`config.mk`:
```
export PLATFORM = sky130hd
export DESIGN_NAME = smc_standby
export DESIGN_NICKNAME = d
export VERILOG_FILES = /design/src/hw/smc_pkg.sv /design/src/hw/smc_settle_cnt.sv /design/src/hw/smc_standby.sv
export VERILOG_INCLUDE_DIRS = /design/src /design/src/hw
export SDC_FILE = /design/constraint.sdc
export NUM_CORES = 1
export LEC_CHECK = 0
export ABC_CLOCK_PERIOD_IN_PS = 4650
export BUFFER_PORTS_ARGS = -buffer_cell sky130_fd_sc_hd__buf_2
export CORE_MARGIN = 2
export CORE_UTILIZATION = 55
export CTS_BUF_LIST = sky130_fd_sc_hd__clkbuf_8
export CTS_CLUSTER_DIAMETER = 100
export DETAILED_ROUTE_END_ITERATION = 8
export GPL_ROUTABILITY_DRIVEN = 0
export PLACE_DENSITY = 0.93
export SLEW_MARGIN = 20
export SYNTH_ARGS = -nofsm -noshare
export SYNTH_HDL_FRONTEND = slang
export SYNTH_SLANG_ARGS = --single-unit
```
`constraint.sdc`:
```
create_clock -name ref_clk -period 4.65 [get_ports ref_clk]
set_input_delay 0.2325 -clock ref_clk [delete_from_list [all_inputs] [get_ports ref_clk]]
set_output_delay 0.2325 -clock ref_clk [all_outputs]
set_load 0.005 [all_outputs]
```
`src/hw/smc_regs.svh`:
```
// register offsets, reset values, field positions and timing counts for the standby controller
`ifndef SMC_REGS_SVH
`define SMC_REGS_SVH

////////////////////////////////////////////////////////////////////////////////
// settle select register
`define SMC_SETTLE_SEL_ADDR   16'hFFFA
`define SMC_SETTLE_SEL_RESET  3'h4
`define SMC_SETTLE_SEL_MSB    2
`define SMC_SETTLE_SEL_LSB    0

// legal settle select codes
`define SMC_CODE_2P12         3'h0
`define SMC_CODE_2P15         3'h2
`define SMC_CODE_2P17         3'h4

////////////////////////////////////////////////////////////////////////////////
// settle waits in main oscillator periods
`define SMC_SETTLE_2P12_FX    18'h01000
`define SMC_SETTLE_2P15_FX    18'h08000
`define SMC_SETTLE_2P17_FX    18'h20000

// wake waits in cpu clocks, least figures
`define SMC_WAKE_VEC_CLK      4'h9
`define SMC_WAKE_NEXT_CLK     4'h1

// maskable sources: two mask registers, eight plus four flags
`define SMC_NUM_INT           12

`endif

```
`src/hw/smc_pkg.sv`:
```
// types shared by the standby controller modules
package smc_pkg;

    typedef enum logic [2:0] {
        st_rst_settle,
        st_run,
        st_light,
        st_deep,
        st_settle,
        st_wait
    } smc_state_t;

    typedef struct packed {
        logic timer;
        logic watchdog;
        logic watch;
        logic display;
        logic display_hold;
        logic serial;
    } smc_periph_t;

endpackage : smc_pkg

```
`src/hw/smc_settle_cnt.sv`:
```
// oscillation settle counter, counts oscillator periods up to a target
module smc_settle_cnt
    import smc_pkg::*;
(
    // clock and reset
    input  wire logic        ref_clk,
    input  wire logic        rst_b,
    // control
    input  wire logic        clear,
    input  wire logic        tick,
    input  wire logic [17:0] target,
    // status
    output logic             done
);

    logic [17:0] count;

    always_ff @(posedge ref_clk or negedge rst_b) begin
        if (!rst_b) begin
            count <= 18'h00000;
        end else if (clear) begin
            count <= 18'h00000;
        end else if (tick && (count != target)) begin
            count <= count + 18'h00001;
        end
    end

    assign done = !clear && (count == target);

    ////////////////////////////////////////////////////////////////////////////
    settle_tick_only_a : assert property (
        @(posedge ref_clk) disable iff (!rst_b)
        (!clear && !tick) |=> (count == $past(count)) || $past(clear))
        else $error("settle count moved without an oscillator tick");

    settle_done_exact_a : assert property (
        @(posedge ref_clk) disable iff (!rst_b)
        done |-> (count == target) && (count != 18'h00000 || target == 18'h00000))
        else $error("settle done before target count");

endmodule : smc_settle_cnt

```
`src/hw/smc_standby.sv`:
```
// standby controller: light sleep, deep sleep, settle wait and wake sequencing
//
// Notes on behaviour
// light sleep gates the cpu clock; main oscillator keeps running.
// deep sleep stops the main oscillator and halts the whole system.
// both sleeps keep registers, memory, port latches and buffers unchanged.
// reset loads settle select 04H, yet the post-reset settle is 2^15.
// settle codes 000/010/100 give 2^12/2^15/2^17; upper five bits read zero.
// settle wait counts only from oscillation start, not before.
// light sleep: timers run unless main clock stopped; watchdog, display stop. Here the watchdog stops only while sub_clk_sel is set.
// deep sleep stops cpu, timers, watchdog, display; watch timer needs subclock.
// while asleep, serial runs only on its external clock.
// unmasked request ends light sleep; vector if enabled, else next instruction.
// light wake waits 9-10 clocks before vectoring, 1-2 before resuming.
// non-maskable request ends light sleep always and always vectors.
// reset during light sleep branches to reset vector as usual.
// deep sleep pulls oscillator output pins up to supply.
// deep sleep with unmasked request pending drops to light sleep and settles.
// only unmasked maskable requests or reset release deep sleep.
// interrupt release of deep sleep vectors after settle if enabled.
// reset release of deep sleep starts reset processing after settle.
// software halts all peripherals before entering deep sleep.
// global enable one permits acknowledgement, zero blocks it.
// request counts unmasked when request flag is 1 and mask is 0.
// settle counter counts oscillator periods to the selected power of two.
`include "smc_regs.svh"
module smc_standby
    import smc_pkg::*;
#(
    parameter logic [17:0] SETTLE_2P12 = `SMC_SETTLE_2P12_FX,
    parameter logic [17:0] SETTLE_2P15 = `SMC_SETTLE_2P15_FX,
    parameter logic [17:0] SETTLE_2P17 = `SMC_SETTLE_2P17_FX
) (
    // clock and reset
    input  wire logic                     ref_clk,
    input  wire logic                     rst_b,
    // cpu instruction strobes
    input  wire logic                     halt_exec,
    input  wire logic                     stop_exec,
    // special function register access
    input  wire logic [15:0]              sfr_addr,
    input  wire logic                     sfr_wr,
    input  wire logic                     sfr_rd,
    input  wire logic [7:0]               sfr_wdata,
    output logic      [7:0]               sfr_rdata,
    // interrupt state
    input  wire logic [`SMC_NUM_INT-1:0]  int_request_flag,
    input  wire logic [`SMC_NUM_INT-1:0]  int_mask_flag,
    input  wire logic                     global_int_enable,
    input  wire logic                     nmi_req,
    // main oscillator
    input  wire logic                     osc_tick,
    input  wire logic                     osc_running,
    output logic                          osc_enable,
    output logic                          main_osc_out_pin_o,
    output logic                          main_osc_out_pin_oe,
    output logic                          alt_osc_out_pin_o,
    output logic                          alt_osc_out_pin_oe,
    // clock selections
    input  wire logic                     sub_clk_sel,
    input  wire logic                     main_clk_stopped,
    input  wire logic                     serial_ext_clk,
    // cpu control
    output logic                          cpu_clk_en,
    output logic                          cpu_reset_hold,
    output logic                          state_hold,
    output logic                          wake_vector,
    output logic                          wake_resume,
    // peripheral run enables
    output smc_periph_t                   periph
);

    ////////////////////////////////////////////////////////////////////////////
    // declarations
    smc_state_t  state;
    smc_state_t  next_state;
    logic [2:0]  settle_sel;
    logic [17:0] settle_target;
    logic        settle_done;
    logic        settle_clear;
    logic        wake_pend;
    logic        vec_pend;
    logic        next_vec_pend;
    logic [3:0]  wait_cnt;
    logic [3:0]  next_wait_cnt;
    logic        sel_hit;
    smc_periph_t next_periph;

    ////////////////////////////////////////////////////////////////////////////
    // wake qualification
    assign wake_pend = |(int_request_flag & ~int_mask_flag);
    assign sel_hit   = (sfr_addr == `SMC_SETTLE_SEL_ADDR);

    ////////////////////////////////////////////////////////////////////////////
    // settle select register
    always_ff @(posedge ref_clk or negedge rst_b) begin
        if (!rst_b) begin
            settle_sel <= `SMC_SETTLE_SEL_RESET;
        end else if (sfr_wr && sel_hit) begin
            // prohibited codes are dropped and the old choice stays
            if (sfr_wdata[`SMC_SETTLE_SEL_MSB:`SMC_SETTLE_SEL_LSB] == `SMC_CODE_2P12 ||
                sfr_wdata[`SMC_SETTLE_SEL_MSB:`SMC_SETTLE_SEL_LSB] == `SMC_CODE_2P15 ||
                sfr_wdata[`SMC_SETTLE_SEL_MSB:`SMC_SETTLE_SEL_LSB] == `SMC_CODE_2P17) begin
                settle_sel <= sfr_wdata[`SMC_SETTLE_SEL_MSB:`SMC_SETTLE_SEL_LSB];
            end
        end
    end

    always_ff @(posedge ref_clk or negedge rst_b) begin
        if (!rst_b) begin
            sfr_rdata <= 8'h00;
        end else if (sfr_rd && sel_hit) begin
            sfr_rdata <= {5'h00, settle_sel};
        end else begin
            sfr_rdata <= 8'h00;
        end
    end

    ////////////////////////////////////////////////////////////////////////////
    // settle target and counter
    always_comb begin
        if (state == st_rst_settle) begin
            settle_target = SETTLE_2P15;
        end else if (settle_sel == `SMC_CODE_2P12) begin
            settle_target = SETTLE_2P12;
        end else if (settle_sel == `SMC_CODE_2P15) begin
            settle_target = SETTLE_2P15;
        end else begin
            settle_target = SETTLE_2P17;
        end
    end

    assign settle_clear = (state != st_rst_settle) && (state != st_settle);

    smc_settle_cnt u_settle (
        .ref_clk (ref_clk),
        .rst_b   (rst_b),
        .clear   (settle_clear),
        .tick    (osc_tick && osc_running),
        .target  (settle_target),
        .done    (settle_done)
    );

    ////////////////////////////////////////////////////////////////////////////
    // mode sequencing
    always_comb begin
        next_state    = state;
        next_vec_pend = vec_pend;
        next_wait_cnt = wait_cnt;
        case (state)
            st_rst_settle: begin
                // reset processing waits for the settle time
                if (settle_done) begin
                    next_state = st_run;
                end
            end
            st_run: begin
                if (stop_exec && wake_pend) begin
                    next_state = st_settle;
                end else if (stop_exec) begin
                    next_state = st_deep;
                end else if (halt_exec) begin
                    next_state = st_light;
                end
            end
            st_light: begin
                if (nmi_req) begin
                    next_state    = st_wait;
                    next_vec_pend = 1'b1;
                    next_wait_cnt = `SMC_WAKE_VEC_CLK;
                end else if (wake_pend) begin
                    next_state    = st_wait;
                    next_vec_pend = global_int_enable;
                    next_wait_cnt = global_int_enable ? `SMC_WAKE_VEC_CLK
                                                      : `SMC_WAKE_NEXT_CLK;
                end
            end
            st_deep: begin
                // masked requests and the non-maskable line leave it asleep
                if (wake_pend) begin
                    next_state = st_settle;
                end
            end
            st_settle: begin
                if (settle_done) begin
                    next_state    = st_wait;
                    next_vec_pend = global_int_enable;
                    next_wait_cnt = `SMC_WAKE_NEXT_CLK;
                end
            end
            st_wait: begin
                if (wait_cnt == 4'h1) begin
                    next_state = st_run;
                end else begin
                    next_wait_cnt = wait_cnt - 4'h1;
                end
            end
            default: begin
                next_state = st_run;
            end
        endcase
    end

    always_ff @(posedge ref_clk or negedge rst_b) begin
        if (!rst_b) begin
            state    <= st_rst_settle;
            vec_pend <= 1'b0;
            wait_cnt <= 4'h0;
        end else begin
            state    <= next_state;
            vec_pend <= next_vec_pend;
            wait_cnt <= next_wait_cnt;
        end
    end

    ////////////////////////////////////////////////////////////////////////////
    // cpu control outputs
    always_ff @(posedge ref_clk or negedge rst_b) begin
        if (!rst_b) begin
            cpu_clk_en     <= 1'b0;
            cpu_reset_hold <= 1'b1;
            state_hold     <= 1'b1;
        end else begin
            cpu_clk_en     <= (next_state == st_run);
            cpu_reset_hold <= (next_state == st_rst_settle);
            state_hold     <= (next_state != st_run);
        end
    end

    always_ff @(posedge ref_clk or negedge rst_b) begin
        if (!rst_b) begin
            wake_vector <= 1'b0;
            wake_resume <= 1'b0;
        end else begin
            wake_vector <= (state == st_wait) && (wait_cnt == 4'h1) && vec_pend;
            wake_resume <= (state == st_wait) && (wait_cnt == 4'h1) && !vec_pend;
        end
    end

    ////////////////////////////////////////////////////////////////////////////
    // oscillator control
    always_ff @(posedge ref_clk or negedge rst_b) begin
        if (!rst_b) begin
            osc_enable          <= 1'b1;
            main_osc_out_pin_oe <= 1'b0;
            alt_osc_out_pin_oe  <= 1'b0;
        end else begin
            osc_enable          <= (next_state != st_deep);
            main_osc_out_pin_oe <= (next_state == st_deep);
            alt_osc_out_pin_oe  <= (next_state == st_deep);
        end
    end

    // pull-up level only, the enable decides when it is seen
    assign main_osc_out_pin_o = 1'b1;
    assign alt_osc_out_pin_o  = 1'b1;

    ////////////////////////////////////////////////////////////////////////////
    // peripheral run enables
    always_comb begin
        next_periph = '0;
        case (next_state)
            st_run: begin
                next_periph.timer    = 1'b1;
                next_periph.watchdog = 1'b1;
                next_periph.watch    = 1'b1;
                next_periph.display  = 1'b1;
                next_periph.serial   = 1'b1;
            end
            st_light: begin
                next_periph.timer        = !main_clk_stopped;
                next_periph.watchdog     = !sub_clk_sel;
                next_periph.watch        = 1'b1;
                next_periph.display_hold = 1'b1;
                next_periph.serial       = serial_ext_clk;
            end
            default: begin
                // deep sleep, settle waits and wake wait: system halted
                next_periph.watch        = sub_clk_sel;
                next_periph.display_hold = 1'b1;
                next_periph.serial       = serial_ext_clk;
            end
        endcase
    end

    always_ff @(posedge ref_clk or negedge rst_b) begin
        if (!rst_b) begin
            periph <= '0;
        end else begin
            periph <= next_periph;
        end
    end

    ////////////////////////////////////////////////////////////////////////////
    // checks
    light_cpu_gate_a : assert property (
        @(posedge ref_clk) disable iff (!rst_b)
        (state == st_light) |-> !cpu_clk_en && osc_enable && state_hold)
        else $error("light sleep must gate cpu and keep oscillator");

    deep_osc_stop_a : assert property (
        @(posedge ref_clk) disable iff (!rst_b)
        (state == st_deep) |-> !osc_enable && !cpu_clk_en)
        else $error("deep sleep must stop the oscillator");

    deep_pullup_a : assert property (
        @(posedge ref_clk) disable iff (!rst_b)
        (state == st_deep) |-> main_osc_out_pin_oe && alt_osc_out_pin_oe)
        else $error("oscillator pins not pulled up in deep sleep");

    settle_read_a : assert property (
        @(posedge ref_clk) disable iff (!rst_b)
        (sfr_rd && sel_hit) |=> (sfr_rdata[7:3] == 5'h00) && (sfr_rdata[2:0] == $past(settle_sel)))
        else $error("settle select read back wrong");

    reset_settle_a : assert property (
        @(posedge ref_clk) disable iff (!rst_b)
        (state == st_rst_settle) |-> (settle_target == SETTLE_2P15) && cpu_reset_hold)
        else $error("reset settle must use the 2^15 wait");

    deep_masked_a : assert property (
        @(posedge ref_clk) disable iff (!rst_b)
        (state == st_deep && !wake_pend) |=> (state == st_deep))
        else $error("deep sleep left without unmasked request");

    stop_pending_a : assert property (
        @(posedge ref_clk) disable iff (!rst_b)
        (state == st_run && stop_exec && wake_pend) |=> (state == st_settle) && osc_enable)
        else $error("stop with pending request must settle");

    nmi_vector_a : assert property (
        @(posedge ref_clk) disable iff (!rst_b)
        (state == st_light && nmi_req) |-> ##10 (wake_vector && !wake_resume))
        else $error("nmi wake must vector after the wait");

    light_resume_a : assert property (
        @(posedge ref_clk) disable iff (!rst_b)
        (state == st_light && !nmi_req && wake_pend && !global_int_enable)
            |-> ##2 (wake_resume && cpu_clk_en))
        else $error("resume wake took the wrong time");

    settle_release_a : assert property (
        @(posedge ref_clk) disable iff (!rst_b)
        (state == st_settle && settle_done && global_int_enable) |-> ##2 wake_vector)
        else $error("deep wake did not vector after settle");

    deep_periph_a : assert property (
        @(posedge ref_clk) disable iff (!rst_b)
        (state == st_deep) |-> !periph.timer && !periph.watchdog && !periph.display && periph.display_hold)
        else $error("peripherals running in deep sleep");

    sleep_serial_a : assert property (
        @(posedge ref_clk) disable iff (!rst_b)
        (state != st_run && state != st_rst_settle && !$past(serial_ext_clk)) |-> !periph.serial)
        else $error("serial running asleep without external clock");

endmodule : smc_standby

```
### Word-level counts from Yosys, hierarchy flattened

Index checks and enable logic that the tools add are counted.

* bits in registers: 50
* output and inout port bits: 24

* add/subtract/negate cells: 2
* equality and inequality tests: 21
* multiplexer cells: 31
* bitwise operators: 2
* reductions and logical operators: 29

Operators by type and width (count)
* $mux W18: 5
* $mux W3: 10
* $mux W4: 5
* $add A18 B1 Y18 const B: 1
* $eq A18 B18 Y1: 1
* $eq A3 B2 Y1 const B: 6
* $ne A18 B18 Y1: 1
* $pmux W3 S6: 1
* $eq A16 B16 Y1 const B: 1
* $and A12 B12 Y12: 1
* $logic_not A3 Y1: 4
* $not A12 Y12: 1
* $pmux W4 S3: 1
* $reduce_or A12 Y1: 1
* $logic_and A1 B1 Y1: 10
* $eq A3 B3 Y1 const B: 3
* $mux W1: 7
* $eq A3 B1 Y1 const B: 2
* $ne A3 B3 Y1 const B: 2
* $reduce_bool A3 Y1: 2
* $eq A4 B1 Y1 const B: 1
* $logic_not A1 Y1: 4
* $ne A2 B2 Y1 const B: 2
* $pmux W2 S2: 1
* 10 further kinds: 12

### Logic depth before layout (Yosys ltp)

* word-level depth: 11
* mapped depth: 8

### Hierarchy

Synthesis repeated with hierarchy kept, for this count alone.

* cell total of the unflattened synthesis: 310
* area total of the unflattened synthesis: 2820.2 µm²

Modules (own cells, without submodules)
* smc_standby: times used 1, cells each 151, area each 1418.9 µm²
* smc_settle_cnt: times used 1, cells each 159, area each 1401.3 µm²

### Worst setup path before layout

OpenSTA, ideal clock, no wires.

* path kind: reg-to-reg
* start: register u_settle.count[0]
* end: register periph[3] in the netlist's numbering
* library setup time: 0.131 ns
* arrival time: 1.837 ns
* required time: 4.519 ns
* setup slack: 2.681 ns
* cell stages (with the launch flop): 9
* buffers on the path: 0
* period minus slack after synthesis: 1.969 ns
* path through: dfrtp_1 inv_1 ha_1 nor4b_1 and4_1 o2111ai_2 or2_4 nand3_2 or3b_1

RTL lines
* from (decl): RTL line smc_settle_cnt.sv:16 `logic [17:0] count;`
* from (signal assigned): RTL line smc_settle_cnt.sv:24 `count <= count + 18'h00001;`
* to (signal assigned): RTL line smc_standby.sv:290 `periph <= next_periph;`
* to (decl): RTL line smc_standby.sv:70 `output smc_periph_t periph`

==> metrics.yaml <==
cts:
  clock_path_buffers: 2
  ctsResizeCount: 0
  htreeDepth: 2
  clkLatencyLatePin_ns: 0.30
  numCtsBuffers: 5
  cts_tree: "yes"
  cts_root_buffer: "clkbuf_8"
  cts.sinks: 44
  clk_pin_slew_ns: 0.08
grt:
  met3_usage_pct: 4.641
  grt_max_degree: 45
  grt_usage_pct: 20.31
  grt_pass1_wl_mm: 8.259
  busiest_layer: "met2"
  grt_use_met1_pct: 21.87
  antenna_found_initial: 0
  grt_pass1_vias: 1978
  gr-total-overflow: 0
  grtUsageMet2_pct: 38.48
route:
  wl_per_cell_um: 12.82
  finalWirelength_mm: 4.808
  drt_iter0_drc: 100
  vias: 2027
  drc: 0
  ant_nets: 0
  vias_per_cell: 5.405
  firstDrtPassIters: 4
worst_setup_path:
  max_stage_delay_ns: 0.70
  critPathArrivalTime_ns: 2.47
  worstSetupPathType: "register to register"
  required_ns: 4.83
  cp_num_buf_inv: 0
  cp_max_fo: 18
  crit_family: "simple AND/OR/NAND/NOR gates"
  start_kind: "register"
  end_kind: "register"
  slowest_stage: "dfrtp_1"
  cp_cell_sequence: "nor3_1, o41ai_2, o2111ai_2, or2_4, nand3_2, or3b_1"
synthesis:
  synth_seq_cells: 44
  synthFlopType: "dfrtp_1"
  syn_inst: 253
  syn_area_per_cell_um2: 9.851
  yosys_warnings: 0
  synth_edf_count: 0
  synth_area_leaders: "dfrtp_1 40%, nor2_1 4.7%, dfstp_2 4.2%"
  synth_area_um2: 2492
  synth_top_cell_by_area: "dfrtp_1"
  ys_seq_area_share_pct: 44.38
  synth_top_area_share_pct: 40.16
  synthArstFlopShare_pct: 100.0
  yosys.cell_types.count: 59
sta:
  hold_violations: 0
  fin_crit_ns: 2.284
  fmax_mhz: 437.8
  finalSetupTns_ns: 0
  fin_crit_sh_pct: 49.13
  slew_viol_final: 0
  tightest_slew_ns: 0.5564
  max_slew_margin_pct: 62.56
  rsz0062_at_grt: "false"
  fin_skew_ns: 0.01195
  finalSetupViolations: 0
job:
  drv_cap: 0
power_and_ir_drop:
  power_density_nw_per_um2: 335.5
  power_leakage_nw: 1.457
  ir_drop_v: 0.0002816
floorplan:
  core_area_um2: 4354
  die_h_um: 71.32
  num_rows: 24
  die_area_um2: 5086
  start_util_pct: 57.24
  io_pins: 85
  dieWidth_um: 71.32
placed_design:
  port-buffer-count: 72
  place_inst: 365
  dpl_cell_area_um2: 2829
  place_hpwl_mm: 3.699
cells_and_area:
  area_growth_pct: 19.33
  final_cells: 375
  num-nets-final: 387
  final_layout_size_suffix_gt1_share_pct: 30.34
  diodes: 0
  final_area_um2: 2974
  fillers: 348
status:
  status: "complete, no violations"
min_path:
  min_path_type: "input pin to register"
worst reg2reg max path: stages (launching register included):
cell,delay [ns]
dfrtp_1,0.70
nor3_1,0.18
o41ai_2,0.31
o2111ai_2,0.25
or2_4,0.30
nand3_2,0.09
or3b_1,0.34
path summary, 6_finish.rpt:
kind                                  start          end  slack (ns)  cells past startpoint
max                                state[0]    periph[3]        2.37                      6
min                        main_clk_stopped    periph[5]        0.11                      2
max reg2reg                        state[0]    periph[3]        2.37                      6
min reg2reg                        vec_pend  wake_resume        0.46                      1
max in group asynchronous             rst_b   state_hold        3.67                      3
min in group asynchronous             rst_b  wait_cnt[3]        0.42                      2
state kept, by name, summed over array words and instances (netlist names):
| name | flops |
|---|---|
| periph | 5 |
| cpu_clk_en | 1 |
| alt_osc_out_pin_oe | 1 |
| osc_enable | 1 |
| settle_sel | 3 |
| state | 3 |
| sfr_rdata | 3 |
| wake_vector | 1 |
| u_settle.count | 18 |
| wake_resume | 1 |
| cpu_reset_hold | 1 |
| vec_pend | 1 |
| state_hold | 1 |
| wait_cnt | 4 |
report_power, final:
group / internal [mW] / switching, mW / leakage [nW] / total [mW]
logic: 0.106 / 0.127 / 0.827 / 0.233
clock network: 0.157 / 0.122 / 0.0593 / 0.279
registers: 0.431 / 0.0558 / 0.570 / 0.487
cell usage after synthesis (7+ instances only):
master and number:
xnor2_1 7, nor3_1 7, nand3_1 10, nand4_1 9, inv_1 11, xor2_1 9, nor2_1 31, buf_4 9
dfrtp_1 40, nor2b_1 11, nand2_1 20
area by class of cell:
type                       instances  area, µm²  share of cell area [%]
multi-input combinational        185       1252                   42.11
timing repair buffer              74      397.9                   13.38
clock inverter                     3      38.79                   1.304
sequential                        44       1106                   37.19
clock buffer                       5      68.82                   2.314
inverter                          12      45.04                   1.515
tap                               52      65.06                   2.188
what timing repair did:
action                    in CTS  in global routing
hold buffers                   0                  1
setup buffers                  0                  0
hold endpoints to repair       0                 19
kinds of logic (layout without fill, tap and decap cells):
family / after synthesis / after routing / synth area share (%)
fa+ha+maj: 4 / 4 / 2.008
other cells: 2 / 7 / 0.3013
xor+xnor: 17 / 17 / 6.276
buf+inv: 29 / 94 / 6.124
flops: 44 / 44 / 44.38
compound gates: 35 / 35 / 14.16
mux: 4 / 4 / 1.707
simple gates: 118 / 118 / 25.05
layout by cell type (no fill, tap or decap), types with 9 or more instances in the layout:
| cell type | n |
|---|---|
| buf_2 | 72 |
| dfrtp_1 | 40 |
| nor2_1 | 31 |
| nand2_1 | 20 |
| inv_1 | 12 |
| nor2b_1 | 11 |
| nand3_1 | 10 |
| nand4_1 | 9 |
| xor2_1 | 9 |
routing by layer:
layer	part of all wire, %	vias to the layer above
met5	0	-
met4	1.4	0
met3	5.1	7
met2	54	43
met1	39	977
li1	-	1000
metrics by stage:
| step | hold WS (ns) | utilization, % | setup slack [ns] | power, mW |
|---|---|---|---|---|
| after floorplan | -0.06309 | - | 2.681 | 0.6484 |
| after global placement | 0.4166 | 64.97 | 2.399 | 0.7042 |
| after detailed placement | 0.4176 | 64.97 | 2.363 | 0.7203 |
| after CTS | 0.1004 | 67.44 | 2.361 | 1.003 |
| after global routing | 0.1023 | 68.30 | 2.161 | 1.061 |
| final | 0.1059 | 68.30 | 2.366 | 0.9979 |
Note: power is estimated with default switching activity, not from simulation.
